File: src/verilog/trap_vec_pkg.sv
// Overview of operation
// RULE1 - Every hardware trap is non-maskable and redirects execution at once to its own vector; the code sends all class B traps to the shared 0x28.
// RULE2 - Each hardware trap condition sets its own bit in the trap flag register.
// RULE3 - A hardware trap preempts any program unless a higher priority trap service is running; the code pends an equal class B, drops an equal class A.
// RULE4 - While a hardware trap service runs, standard interrupts and transfer requests are held.
// RULE5 - Hardware, software and watchdog reset all start at vector zero, trap zero, with no flag.
// RULE6 - Class A traps vector to 0x08 (trap 2), 0x10 (trap 4) and 0x18 (trap 6).
// RULE7 - All class B traps share the vector 0x28 and are told apart only by their flags.
// RULE8 - Class B traps exist for undefined opcode, protected fault, bad operand, fetch and bus.
// RULE9 - An external access not covered by any bus window raises the bad bus class B trap.
// RULE10 - A software trap takes any number 0x00 to 0x7f, vectors to four times it, keeps priority.
// RULE11 - Each node has request and enable flags and a vector at four times its trap number.
// RULE12 - The two-wire data event vectors to 0x100 (trap 0x40), protocol event to 0x104 (0x41).
// RULE13 - Each node can be given any of sixteen priority levels by software.
// RULE14 - An accepted service is interrupted only by a request of strictly higher priority.
// RULE15 - A request flag set by software acts as a genuine request from that node.
// RULE16 - A node requests only while request and enable are set; the flag clears when taken.
package trap_vec_pkg;
   localparam int NODE_COUNT = 27;
   localparam int NODE_W = 5;
   localparam int ADDR_W = 24;

   typedef enum logic [2:0] {
      kind_none,
      kind_reset,
      kind_class_a,
      kind_class_b,
      kind_soft,
      kind_node
   } branch_kind_t;

   typedef struct packed {
      logic [ADDR_W-1:0] vector_addr;
      logic [6:0] trap_number;
      branch_kind_t kind;
      logic [3:0] level;
      logic keep_level;
   } branch_t;

   // Trap flag register layout
   localparam int NMI_BIT = 15;
   localparam int STACK_OVER_BIT = 14;
   localparam int STACK_UNDER_BIT = 13;
   localparam int UNDEF_OPC_BIT = 7;
   localparam int PROT_FAULT_BIT = 3;
   localparam int BAD_OPERAND_BIT = 2;
   localparam int BAD_FETCH_BIT = 1;
   localparam int BAD_BUS_BIT = 0;
   localparam logic [15:0] TRAP_FLAG_RESET = 16'h0000;

   localparam logic [6:0] TRAP_RESET = 7'h00;
   localparam logic [6:0] TRAP_NMI = 7'h02;
   localparam logic [6:0] TRAP_STACK_OVER = 7'h04;
   localparam logic [6:0] TRAP_STACK_UNDER = 7'h06;
   localparam logic [6:0] TRAP_CLASS_B = 7'h0a;
   localparam logic [6:0] TRAP_SOFT_MAX = 7'h7f;
   localparam logic [ADDR_W-1:0] SOFT_VEC_MAX = 24'h0001fc;

   // Hardware trap priorities (class A above class B)
   localparam logic [1:0] PRIO_NONE = 2'h0;
   localparam logic [1:0] PRIO_CLASS_B = 2'h1;
   localparam logic [1:0] PRIO_CLASS_A = 2'h2;

   // Node trap numbers; node 0..7 external, 23 data, 24 protocol
   localparam logic [7*NODE_COUNT-1:0] NODE_TRAPS = {
      7'h43, 7'h42, 7'h41, 7'h40, 7'h2f, 7'h2e, 7'h2d, 7'h2c, 7'h2b, 7'h47,
      7'h2a, 7'h29, 7'h28, 7'h27, 7'h26, 7'h25, 7'h24, 7'h23, 7'h22,
      7'h1f, 7'h1e, 7'h1d, 7'h1c, 7'h1b, 7'h1a, 7'h19, 7'h18};
   localparam int NODE_EXT_IRQ0 = 0;
   localparam int NODE_TWOWIRE_DATA = 23;
   localparam int NODE_TWOWIRE_PROTOCOL = 24;

   // Register port offsets
   localparam logic [7:0] OFS_TRAP_FLAG = 8'h00;
   localparam logic [7:0] OFS_REQ = 8'h01;
   localparam logic [7:0] OFS_ENA = 8'h02;
   localparam logic [7:0] OFS_LEVEL_BASE = 8'h10;
   localparam logic [7:0] OFS_IRQ_STATUS = 8'h03;
   localparam logic [7:0] OFS_IRQ_MASK = 8'h04;
   localparam logic [7:0] OFS_STATE = 8'h05;
   // Nodes 16 and up live in a second request and enable word
   localparam logic [7:0] OFS_REQ_HI = 8'h06;
   localparam logic [7:0] OFS_ENA_HI = 8'h07;

   function automatic logic [ADDR_W-1:0] vec_of(input logic [6:0] trap);
      vec_of = {15'h0000, trap, 2'b00};
   endfunction : vec_of
endpackage : trap_vec_pkg

File: src/verilog/interrupt_trap_vectoring.sv
// Our own choices: the address map and the address-and-strobe port.
`timescale 1ns/1ps
module interrupt_trap_vectoring import trap_vec_pkg::*; (
   input wire logic ref_clk,
   input wire logic reset_n,
   input wire logic sw_reset,
   input wire logic wdt_overflow,
   input wire logic nmi_event,
   input wire logic stack_over_event,
   input wire logic stack_under_event,
   input wire logic undef_opcode_event,
   input wire logic prot_fault_event,
   input wire logic bad_operand_event,
   input wire logic bad_fetch_event,
   input wire logic ext_access,
   input wire logic ext_window_hit,
   input wire logic soft_trap,
   input wire logic [6:0] soft_trap_number,
   input wire logic [NODE_COUNT-1:0] node_event,
   input wire logic [3:0] cpu_level,
   input wire logic trap_return,
   input wire logic branch_ack,
   input wire logic [7:0] reg_addr,
   input wire logic [15:0] reg_wdata,
   input wire logic reg_write,
   input wire logic reg_read,
   output logic [15:0] reg_rdata,
   output logic branch_req,
   output branch_t branch,
   output logic transfer_block,
   output logic irq
);
   logic [15:0] trap_flag_reg_q;
   logic [NODE_COUNT-1:0] node_request_flag_q;
   logic [NODE_COUNT-1:0] node_enable_q;
   logic [3:0] node_level_q [NODE_COUNT];
   logic [1:0] trap_active_q;
   logic [1:0] irq_status_q;
   logic [1:0] irq_mask_q;
   logic branch_req_q;
   branch_t branch_q;
   logic [15:0] trap_set;
   logic [NODE_COUNT-1:0] req_nxt;
   logic class_b_pend_q;
   logic class_b_go;
   logic bad_bus;
   logic class_a_hit;
   logic class_b_hit;
   logic node_pick;
   logic [NODE_W-1:0] node_idx;
   logic [3:0] node_best;
   logic reset_hit;
   logic reg_hit_level;
   logic [7:0] level_ofs;

   assign bad_bus = ext_access & ~ext_window_hit; // see RULE9
   always_comb begin
      trap_set = 16'h0000;
      trap_set[NMI_BIT] = nmi_event; // see RULE2
      trap_set[STACK_OVER_BIT] = stack_over_event;
      trap_set[STACK_UNDER_BIT] = stack_under_event;
      trap_set[UNDEF_OPC_BIT] = undef_opcode_event; // see RULE8
      trap_set[PROT_FAULT_BIT] = prot_fault_event;
      trap_set[BAD_OPERAND_BIT] = bad_operand_event;
      trap_set[BAD_FETCH_BIT] = bad_fetch_event;
      trap_set[BAD_BUS_BIT] = bad_bus;
   end
   assign reset_hit = sw_reset | wdt_overflow;
   assign class_a_hit = (|trap_set[15:13]) & (trap_active_q < PRIO_CLASS_A); // see RULE3
   assign class_b_hit = (|trap_set[7:0] | class_b_pend_q) & (trap_active_q < PRIO_CLASS_B); // see RULE3
   assign class_b_go = class_b_hit & ~reset_hit & ~class_a_hit;

   // A class B trap held off by a running service is kept until it can be taken
   always_ff @(posedge ref_clk or negedge reset_n) begin
      if (!reset_n) begin
         class_b_pend_q <= 1'b0;
      end else if (reset_hit || class_b_go) begin
         class_b_pend_q <= 1'b0;
      end else if (|trap_set[7:0]) begin
         class_b_pend_q <= 1'b1; // see RULE1
      end
   end

   // Highest priority pending enabled node; ties go to the lower index
   always_comb begin
      node_pick = 1'b0;
      node_idx = '0;
      node_best = 4'h0;
      for (int i = 0; i < NODE_COUNT; i++) begin
         if (node_request_flag_q[i] && node_enable_q[i] && // see RULE16
             (!node_pick || node_level_q[i] > node_best)) begin
            node_pick = 1'b1;
            node_idx = NODE_W'(i);
            node_best = node_level_q[i];
         end
      end
      if (node_best <= cpu_level) begin // see RULE14
         node_pick = 1'b0;
      end
   end

   assign level_ofs = reg_addr - OFS_LEVEL_BASE;
   assign reg_hit_level = (reg_addr >= OFS_LEVEL_BASE) &&
                          (level_ofs < 8'(NODE_COUNT));

   always_ff @(posedge ref_clk or negedge reset_n) begin
      if (!reset_n) begin
         trap_flag_reg_q <= TRAP_FLAG_RESET;
      end else begin
         if (reg_write && reg_addr == OFS_TRAP_FLAG) begin
            trap_flag_reg_q <= (trap_flag_reg_q & reg_wdata) | trap_set; // see RULE2
         end else begin
            trap_flag_reg_q <= trap_flag_reg_q | trap_set;
         end
      end
   end

   // Request flags: hardware or software set wins over the taken clear
   always_comb begin
      req_nxt = node_request_flag_q;
      if (branch_ack && branch_q.kind == kind_node) begin
         for (int i = 0; i < NODE_COUNT; i++) begin
            if (NODE_TRAPS[7*i +: 7] == branch_q.trap_number) begin
               req_nxt[i] = 1'b0; // see RULE16
            end
         end
      end
      if (reg_write && reg_addr == OFS_REQ) begin
         req_nxt = (reg_wdata == 16'h0000) ? '0 : req_nxt | NODE_COUNT'(reg_wdata); // see RULE15
      end else if (reg_write && reg_addr == OFS_REQ_HI) begin
         req_nxt[NODE_COUNT-1:16] = req_nxt[NODE_COUNT-1:16] | reg_wdata[NODE_COUNT-17:0];
      end
      req_nxt = req_nxt | node_event;
   end

   always_ff @(posedge ref_clk or negedge reset_n) begin
      if (!reset_n) begin
         node_request_flag_q <= '0;
      end else begin
         node_request_flag_q <= req_nxt;
      end
   end

   always_ff @(posedge ref_clk or negedge reset_n) begin
      if (!reset_n) begin
         node_enable_q <= '0;
      end else if (reg_write && reg_addr == OFS_ENA) begin
         node_enable_q[15:0] <= reg_wdata;
      end else if (reg_write && reg_addr == OFS_ENA_HI) begin
         node_enable_q[NODE_COUNT-1:16] <= reg_wdata[NODE_COUNT-17:0];
      end
   end

   always_ff @(posedge ref_clk or negedge reset_n) begin
      if (!reset_n) begin
         for (int i = 0; i < NODE_COUNT; i++) node_level_q[i] <= 4'h0;
      end else if (reg_write && reg_hit_level) begin
         node_level_q[level_ofs[NODE_W-1:0]] <= reg_wdata[3:0]; // see RULE13
      end
   end

   // Running hardware trap service level
   always_ff @(posedge ref_clk or negedge reset_n) begin
      if (!reset_n) begin
         trap_active_q <= PRIO_NONE;
      end else if (reset_hit) begin
         trap_active_q <= PRIO_NONE;
      end else if (class_a_hit) begin
         trap_active_q <= PRIO_CLASS_A;
      end else if (class_b_hit) begin
         trap_active_q <= PRIO_CLASS_B;
      end else if (trap_return) begin
         trap_active_q <= PRIO_NONE;
      end
   end
   assign transfer_block = trap_active_q != PRIO_NONE; // see RULE4

   // Branch request held until the pipeline acknowledges it
   always_ff @(posedge ref_clk or negedge reset_n) begin
      if (!reset_n) begin
         branch_req_q <= 1'b1;
         branch_q <= '{vector_addr: '0, trap_number: TRAP_RESET, kind: kind_reset,
                      level: 4'h0, keep_level: 1'b0};
      end else if (reset_hit) begin
         branch_req_q <= 1'b1; // see RULE5
         branch_q <= '{vector_addr: vec_of(TRAP_RESET), trap_number: TRAP_RESET,
                      kind: kind_reset, level: 4'h0, keep_level: 1'b0};
      end else if (class_a_hit) begin
         branch_req_q <= 1'b1; // see RULE1
         branch_q.kind <= kind_class_a;
         branch_q.level <= 4'hf;
         branch_q.keep_level <= 1'b0;
         if (nmi_event) begin
            branch_q.trap_number <= TRAP_NMI; // see RULE6
            branch_q.vector_addr <= vec_of(TRAP_NMI);
         end else if (stack_over_event) begin
            branch_q.trap_number <= TRAP_STACK_OVER;
            branch_q.vector_addr <= vec_of(TRAP_STACK_OVER);
         end else begin
            branch_q.trap_number <= TRAP_STACK_UNDER;
            branch_q.vector_addr <= vec_of(TRAP_STACK_UNDER);
         end
      end else if (class_b_hit) begin
         branch_req_q <= 1'b1;
         branch_q <= '{vector_addr: vec_of(TRAP_CLASS_B), trap_number: TRAP_CLASS_B,
                      kind: kind_class_b, level: 4'hf, keep_level: 1'b0}; // see RULE7
      end else if (branch_req_q) begin
         // No new pick at the taking edge: the taken node's flag is still set here
         branch_req_q <= !branch_ack;
         if (branch_ack) begin
            branch_q.kind <= kind_none;
         end
      end else if (soft_trap && trap_active_q == PRIO_NONE) begin
         branch_req_q <= 1'b1;
         branch_q <= '{vector_addr: vec_of(soft_trap_number & TRAP_SOFT_MAX),
                      trap_number: soft_trap_number, kind: kind_soft,
                      level: cpu_level, keep_level: 1'b1}; // see RULE10
      end else if (node_pick && trap_active_q == PRIO_NONE) begin // see RULE4
         branch_req_q <= 1'b1;
         branch_q <= '{vector_addr: vec_of(NODE_TRAPS[7*node_idx +: 7]), // see RULE11
                      trap_number: NODE_TRAPS[7*node_idx +: 7], kind: kind_node,
                      level: node_best, keep_level: 1'b0}; // see RULE12
      end else begin
         branch_req_q <= 1'b0;
         branch_q.kind <= kind_none;
      end
   end
   assign branch_req = branch_req_q;
   assign branch = branch_q;

   // Interrupt status: bit0 class A trap, bit1 class B trap
   always_ff @(posedge ref_clk or negedge reset_n) begin
      if (!reset_n) begin
         irq_status_q <= 2'h0;
      end else begin
         irq_status_q <= (irq_status_q &
                         ~((reg_write && reg_addr == OFS_IRQ_STATUS) ? reg_wdata[1:0] : 2'h0))
                         | {|trap_set[7:0], |trap_set[15:13]};
      end
   end
   always_ff @(posedge ref_clk or negedge reset_n) begin
      if (!reset_n) begin
         irq_mask_q <= 2'h0;
      end else if (reg_write && reg_addr == OFS_IRQ_MASK) begin
         irq_mask_q <= reg_wdata[1:0];
      end
   end
   assign irq = |(irq_status_q & irq_mask_q);

   always_ff @(posedge ref_clk or negedge reset_n) begin
      if (!reset_n) begin
         reg_rdata <= 16'h0000;
      end else if (reg_read) begin
         if (reg_addr == OFS_TRAP_FLAG) reg_rdata <= trap_flag_reg_q;
         else if (reg_addr == OFS_REQ) reg_rdata <= node_request_flag_q[15:0];
         else if (reg_addr == OFS_ENA) reg_rdata <= node_enable_q[15:0];
         else if (reg_addr == OFS_IRQ_STATUS) reg_rdata <= {14'h0000, irq_status_q};
         else if (reg_addr == OFS_IRQ_MASK) reg_rdata <= {14'h0000, irq_mask_q};
         else if (reg_addr == OFS_STATE) reg_rdata <= {14'h0000, trap_active_q};
         else if (reg_addr == OFS_REQ_HI) reg_rdata <= 16'(node_request_flag_q[NODE_COUNT-1:16]);
         else if (reg_addr == OFS_ENA_HI) reg_rdata <= 16'(node_enable_q[NODE_COUNT-1:16]);
         else if (reg_hit_level) reg_rdata <= {12'h000, node_level_q[level_ofs[NODE_W-1:0]]};
         else reg_rdata <= 16'h0000;
      end else begin
         reg_rdata <= 16'h0000;
      end
   end

   property p_flag_set;
      @(posedge ref_clk) disable iff (!reset_n) nmi_event |=> trap_flag_reg_q[NMI_BIT];
   endproperty
   a_flag_set: assert property (p_flag_set) else $error("nmi flag not set"); // see RULE2
   property p_class_a_branch;
      @(posedge ref_clk) disable iff (!reset_n)
         (nmi_event && !reset_hit && trap_active_q != PRIO_CLASS_A) |=>
         (branch_req && branch.vector_addr == 24'h000008);
   endproperty
   a_class_a_branch: assert property (p_class_a_branch) else $error("nmi vector wrong"); // see RULE6
   property p_class_b_vec;
      @(posedge ref_clk) disable iff (!reset_n)
         (branch_req && branch.kind == kind_class_b) |-> branch.vector_addr == 24'h000028;
   endproperty
   a_class_b_vec: assert property (p_class_b_vec) else $error("class b vector wrong"); // see RULE7
   property p_reset_vec;
      @(posedge ref_clk) disable iff (!reset_n)
         sw_reset |=> (branch_req && branch.vector_addr == 24'h0 && $stable(trap_flag_reg_q));
   endproperty
   a_reset_vec: assert property (p_reset_vec) else $error("reset branch wrong"); // see RULE5
   property p_block;
      @(posedge ref_clk) disable iff (!reset_n)
         (trap_active_q != PRIO_NONE && !branch_req) |=> branch.kind != kind_node;
   endproperty
   a_block: assert property (p_block) else $error("node taken during trap"); // see RULE4
   property p_soft;
      @(posedge ref_clk) disable iff (!reset_n)
         (branch_req && branch.kind == kind_soft) |->
         (branch.vector_addr <= SOFT_VEC_MAX && branch.keep_level &&
          branch.vector_addr == {15'h0000, branch.trap_number, 2'b00});
   endproperty
   a_soft: assert property (p_soft) else $error("soft trap vector wrong"); // see RULE10
   property p_node_level;
      @(posedge ref_clk) disable iff (!reset_n)
         (branch_req && !$past(branch_req) && branch.kind == kind_node) |->
         branch.level > $past(cpu_level);
   endproperty
   a_node_level: assert property (p_node_level) else $error("low level preempted"); // see RULE14
   property p_bad_bus;
      @(posedge ref_clk) disable iff (!reset_n)
         (ext_access && !ext_window_hit) |=> trap_flag_reg_q[BAD_BUS_BIT];
   endproperty
   a_bad_bus: assert property (p_bad_bus) else $error("bad bus flag missing"); // see RULE9
   c_class_a: cover property (@(posedge ref_clk) branch_req && branch.kind == kind_class_a);
   c_class_b: cover property (@(posedge ref_clk) branch_req && branch.kind == kind_class_b);
   c_node: cover property (@(posedge ref_clk) branch_req && branch.kind == kind_node);
   c_soft: cover property (@(posedge ref_clk) branch_req && branch.kind == kind_soft);
endmodule : interrupt_trap_vectoring

File: config.mk
export PLATFORM = sky130hd
export DESIGN_NAME = interrupt_trap_vectoring
export DESIGN_NICKNAME = d
export VERILOG_FILES = /design/src/verilog/trap_vec_pkg.sv /design/src/verilog/interrupt_trap_vectoring.sv
export SDC_FILE = /design/constraint.sdc
export NUM_CORES = 1
export LEC_CHECK = 0
export BUFFER_PORTS_ARGS = -buffer_cell sky130_fd_sc_hd__buf_4
export CORE_MARGIN = 2
export CORE_UTILIZATION = 56
export DETAILED_ROUTE_END_ITERATION = 8
export MAX_ROUTING_LAYER = met4
export PLACE_DENSITY_LB_ADDON = 0.1
export SLEW_MARGIN = 30
export SYNTH_ARGS = -nofsm -noshare
export SYNTH_HDL_FRONTEND = slang
export SYNTH_SLANG_ARGS = --single-unit
export TNS_END_PERCENT = 10
File: constraint.sdc
create_clock -name ref_clk -period 36.8 [get_ports ref_clk]
set_clock_uncertainty 0.05 [all_clocks]
set_input_delay 9.2 -clock ref_clk [delete_from_list [all_inputs] [get_ports ref_clk]]
set_output_delay 9.2 -clock ref_clk [all_outputs]
set_load 0.005 [all_outputs]
==> impl_metrics.py <==
metrics = {
    "worst_setup_path": {
        "reg2reg_depth": 223,
        "cp-end-kind": "register",
        "slowest_stage": "dfrtp_1",
        "r2r-start": "node_enable_q[0]$_DFFE_PN0P_",
        "most_numerous_cell_on_the_critical_path": "a21oi_2",
        "arrival_ns": 39.51,
        "crit_type": "register to register",
        "critical_path.max_fanout": 7,
        "timing.rr.end": "branch[4]$_DFFE_PN0P_",
        "rrSetupSlack_ns": -2.37,
        "critical_path_required_ns": 37.14,
        "cpPeakStageDelay_ns": 0.43,
        "crit_path_start_kind": "register",
    },
    "timing": {
        "timing.fmax_mhz": 25.5,
        "timing.final.hold_violations": 0,
        "slew_viol_final": 0,
        "min_period_ns": 39.17,
        "finalCritPeriodShare_pct": 106,
        "fin_ws_ns": -2.37,
        "setup_repair_after_global_routing_missed_its_margin": "true",
        "timing.final.setup_violations": 15,
        "slew_headroom_pct": 39.2,
        "worst-slew-pin-transition_ns": 0.899,
    },
    "clock_network": {
        "cts_max_level": 1,
        "cts-hold-fix-buffers": 0,
        "clk_path_buf_depth": 3,
        "clkSinkCount": 217,
        "cts_inserted_buffers": 24,
        "clockRootBuffer": "clkbuf_16",
        "clk_pin_slew_ns": 0.06,
        "worstSkewPairLatency_ns": 0.51,
        "cts_tree": "yes",
    },
    "floorplanning": {
        "die-width_um": 177,
        "std_cell_rows": 63,
        "start_util_pct": 56.6,
        "design.core.area_um2": 29500,
        "dieArea_um2": 31200,
        "io_pins": 138,
        "die_h_um": 177,
    },
    "cells_and_area": {
        "regArea_um2": 5430,
        "diodes": 0,
        "count_of_fill_cells_added_during_filler_insertion": 2047,
        "finish.net_count": 2413,
        "drive_gt1_share_pct": 41.6,
        "layout.cells.non_filler": 2640,
        "multi_input_comb_area_um2": 11800,
        "layout-area-overhead-vs-synth_pct": 34.4,
    },
    "global_routing": {
        "wire_length_of_the_first_global_routing_pass_mm": 93.1,
        "globalRoute.totalOverflow": 0,
        "first_global_vias": 16802,
        "pin_count_of_the_biggest_net_entering_global_routing": 100,
        "grt_antenna_before_repair": 0,
        "grt_usage_pct": 39.4,
    },
    "run": {
        "maxCapViolations": 0,
    },
    "place": {
        "gp_congestion": 1.01,
        "place.port_buffers": 120,
        "preCtsSetupSlack_ns": -2.58,
        "dp.final_hpwl_mm": 44.7,
        "dpl.cell_count": 2522,
    },
    "hold_path": {
        "min-delay-path-class": "register to register",
        "worst_hold_startpoint": "trap_flag_reg_q[12]$_DFFE_PN0P_",
        "worst_hold_path_ep": "trap_flag_reg_q[12]$_DFFE_PN0P_",
        "worstHoldPathCells": 1,
    },
    "synth": {
        "synth.most_common_cell": "dfrtp_1",
        "synth_largest_area_cell": "dfrtp_1",
        "yosysWarnings": 0,
        "mappedNetlistArea_um2": 16700,
        "post_synth_main_area_contributors": "dfrtp_1 (32%), mux2_2 (10%), ha_1 (7.3%)",
        "synth_commonest_cells": "dfrtp_1 (215), nand2_1 (177), mux2_2 (152)",
        "postSynthRegisterBits": 217,
        "syn_area_per_cell_um2": 9.20,
        "synth_top_area_share_pct": 32.2,
        "synth_seq_area_share_pct": 32.5,
        "top_ff_cell_synth": "dfrtp_1",
        "synth.lib_cells_used.distinct": 106,
        "ys_async_sr_fraction_pct": 100,
        "synth-edff-count": 0,
        "postSynthCellCount": 1814,
    },
    "drt": {
        "avgViaCountPerCell": 6.43,
        "drc": 0,
        "detail_route.first_pass.iterations": 6,
        "vias": 16987,
        "drt_iter0_drc": 1441,
        "route.final.wire_length_mm": 61.2,
        "antenna_left": 0,
        "detail_route.wl_per_cell_um": 23.2,
    },
    "status": {
        "failed_checks": "setup timing",
        "outcome": "finished with violations",
    },
    "pwr": {
        "leakage_nw": 10.2,
        "cellPowerDensity_nw_per_um2": 39.7,
        "ir_drop_uv": 33.1,
    },
}
==> worst max-delay path, delay by kind of cell, from the launching register on <==
| family | cells | cell delay, ns |
|---|---|---|
| AND/OR/NAND/NOR | 45 | 5.93 |
| multiplexers | 12 | 3.45 |
| AO/OA/AOI/OAI | 117 | 19.34 |
| buffers and inverters | 21 | 2.54 |
| flip-flops | 1 | 0.43 |
| adder cells (fa/ha/maj) | 28 | 7.25 |
==> sequential cells by signal, indices dropped and copies added, names as in the netlist, 2 cells and up <==
| name | cells |
|---|---|
| trap_flag_reg_q | 16 |
| branch | 15 |
| node_enable_q | 27 |
| reg_rdata | 16 |
| irq_status_q | 2 |
| node_request_flag_q | 27 |
| irq_mask_q | 2 |
| trap_active_q | 2 |
| node_level_q | 108 |
==> worst max path at each step <==
stage	start	endpoint
floorplan	node_request_flag_q[0]$_DFF_PN0_	branch[19]$_DFFE_PN0P_
CTS	node_request_flag_q[0]$_DFF_PN0_	branch[19]$_DFFE_PN0P_
detailed placement	node_request_flag_q[0]$_DFF_PN0_	branch[19]$_DFFE_PN0P_
global route	node_enable_q[0]$_DFFE_PN0P_	branch[19]$_DFFE_PN0P_
finish	node_enable_q[0]$_DFFE_PN0P_	branch[4]$_DFFE_PN0P_
global placement	node_request_flag_q[0]$_DFF_PN0_	branch[19]$_DFFE_PN0P_
==> cell families (layout without fill, tap and decap cells) <==
| family | Yosys count | count (layout) | synth area share, % |
|---|---|---|---|
| simple gates | 552 | 552 | 16.7 |
| compound gates | 539 | 539 | 22.2 |
| flops | 217 | 217 | 32.5 |
| mux | 211 | 211 | 16.0 |
| buf+inv | 193 | 613 | 5.07 |
| fa+ha+maj | 98 | 98 | 7.33 |
| xor+xnor | 3 | 3 | 0.157 |
| other cells | 1 | 17 | 0.0225 |
==> stage by stage <==
step                      power, mW  TNS [ns]  cell area, µm²  hold slack, ns  utilization (%)
after floorplan               0.474    -10.72           17400           0.407                -
after global placement        0.603    -15.40           20300           0.417             69.0
after detailed placement      0.612    -34.72           20300           0.426             69.0
after CTS                     0.870    -16.50           22100           0.440             75.0
after global routing          0.933    -65.74           22400           0.458             76.1
final                         0.890    -32.98           22400           0.440             76.1
==> metal layers <==
| layer | part of all wire [%] | vias to the layer above | track usage [%] |
|---|---|---|---|
| li1 | - | 7578 | - |
| met1 | 39 | 8365 | 48.5 |
| met2 | 48 | 818 | 63.5 |
| met3 | 7.2 | 226 | 5.33 |
| met4 | 6.3 | 0 | 20.5 |
| met5 | 0 | - | - |
==> where the power goes <==
part | total (mW) | leakage (nW) | switching, mW | internal [mW]
clock | 0.227 | 0.361 | 0.0951 | 0.131
combinational | 0.401 | 7.02 | 0.203 | 0.198
sequential | 0.263 | 2.80 | 0.0154 | 0.247
==> final cells by class <==
class | count | area share (%)
Multi-Input combinational cell | 1420 | 52.7
Clock inverter | 8 | 0.229
Tap cell | 390 | 2.18
Timing Repair Buffer | 468 | 15.9
Inverter | 105 | 1.76
Sequential cell | 217 | 24.2
Clock buffer | 32 | 3.09
==> timing repair <==
item | CTS | global route
setup buffers | 64 | 14
setup endpoints to repair | 15 | 15
pin swaps | 125 | 39
gates resized for setup | 114 | 34
==> layout by cell type (no fill, tap or decap), types with 20 or more instances in the layout <==
| cell type | instances |
|---|---|
| buf_4 | 462 |
| dfrtp_1 | 214 |
| nand2_1 | 171 |
| mux2_2 | 139 |
| nor2_1 | 98 |
| inv_1 | 97 |
| a21oi_1 | 89 |
| o21ai_0 | 83 |
| ha_1 | 59 |
| nand3_1 | 39 |
| a21oi_2 | 37 |
| ha_4 | 32 |
| a31oi_1 | 29 |
| a22oi_1 | 29 |
| and2_1 | 28 |
| o21ai_1 | 28 |
| mux4_2 | 28 |
| nand2b_1 | 25 |
| clkbuf_16 | 25 |
| nor3_1 | 22 |
| nor2b_1 | 21 |
| nand4_1 | 20 |
Power figures use the tool's default switching activity.
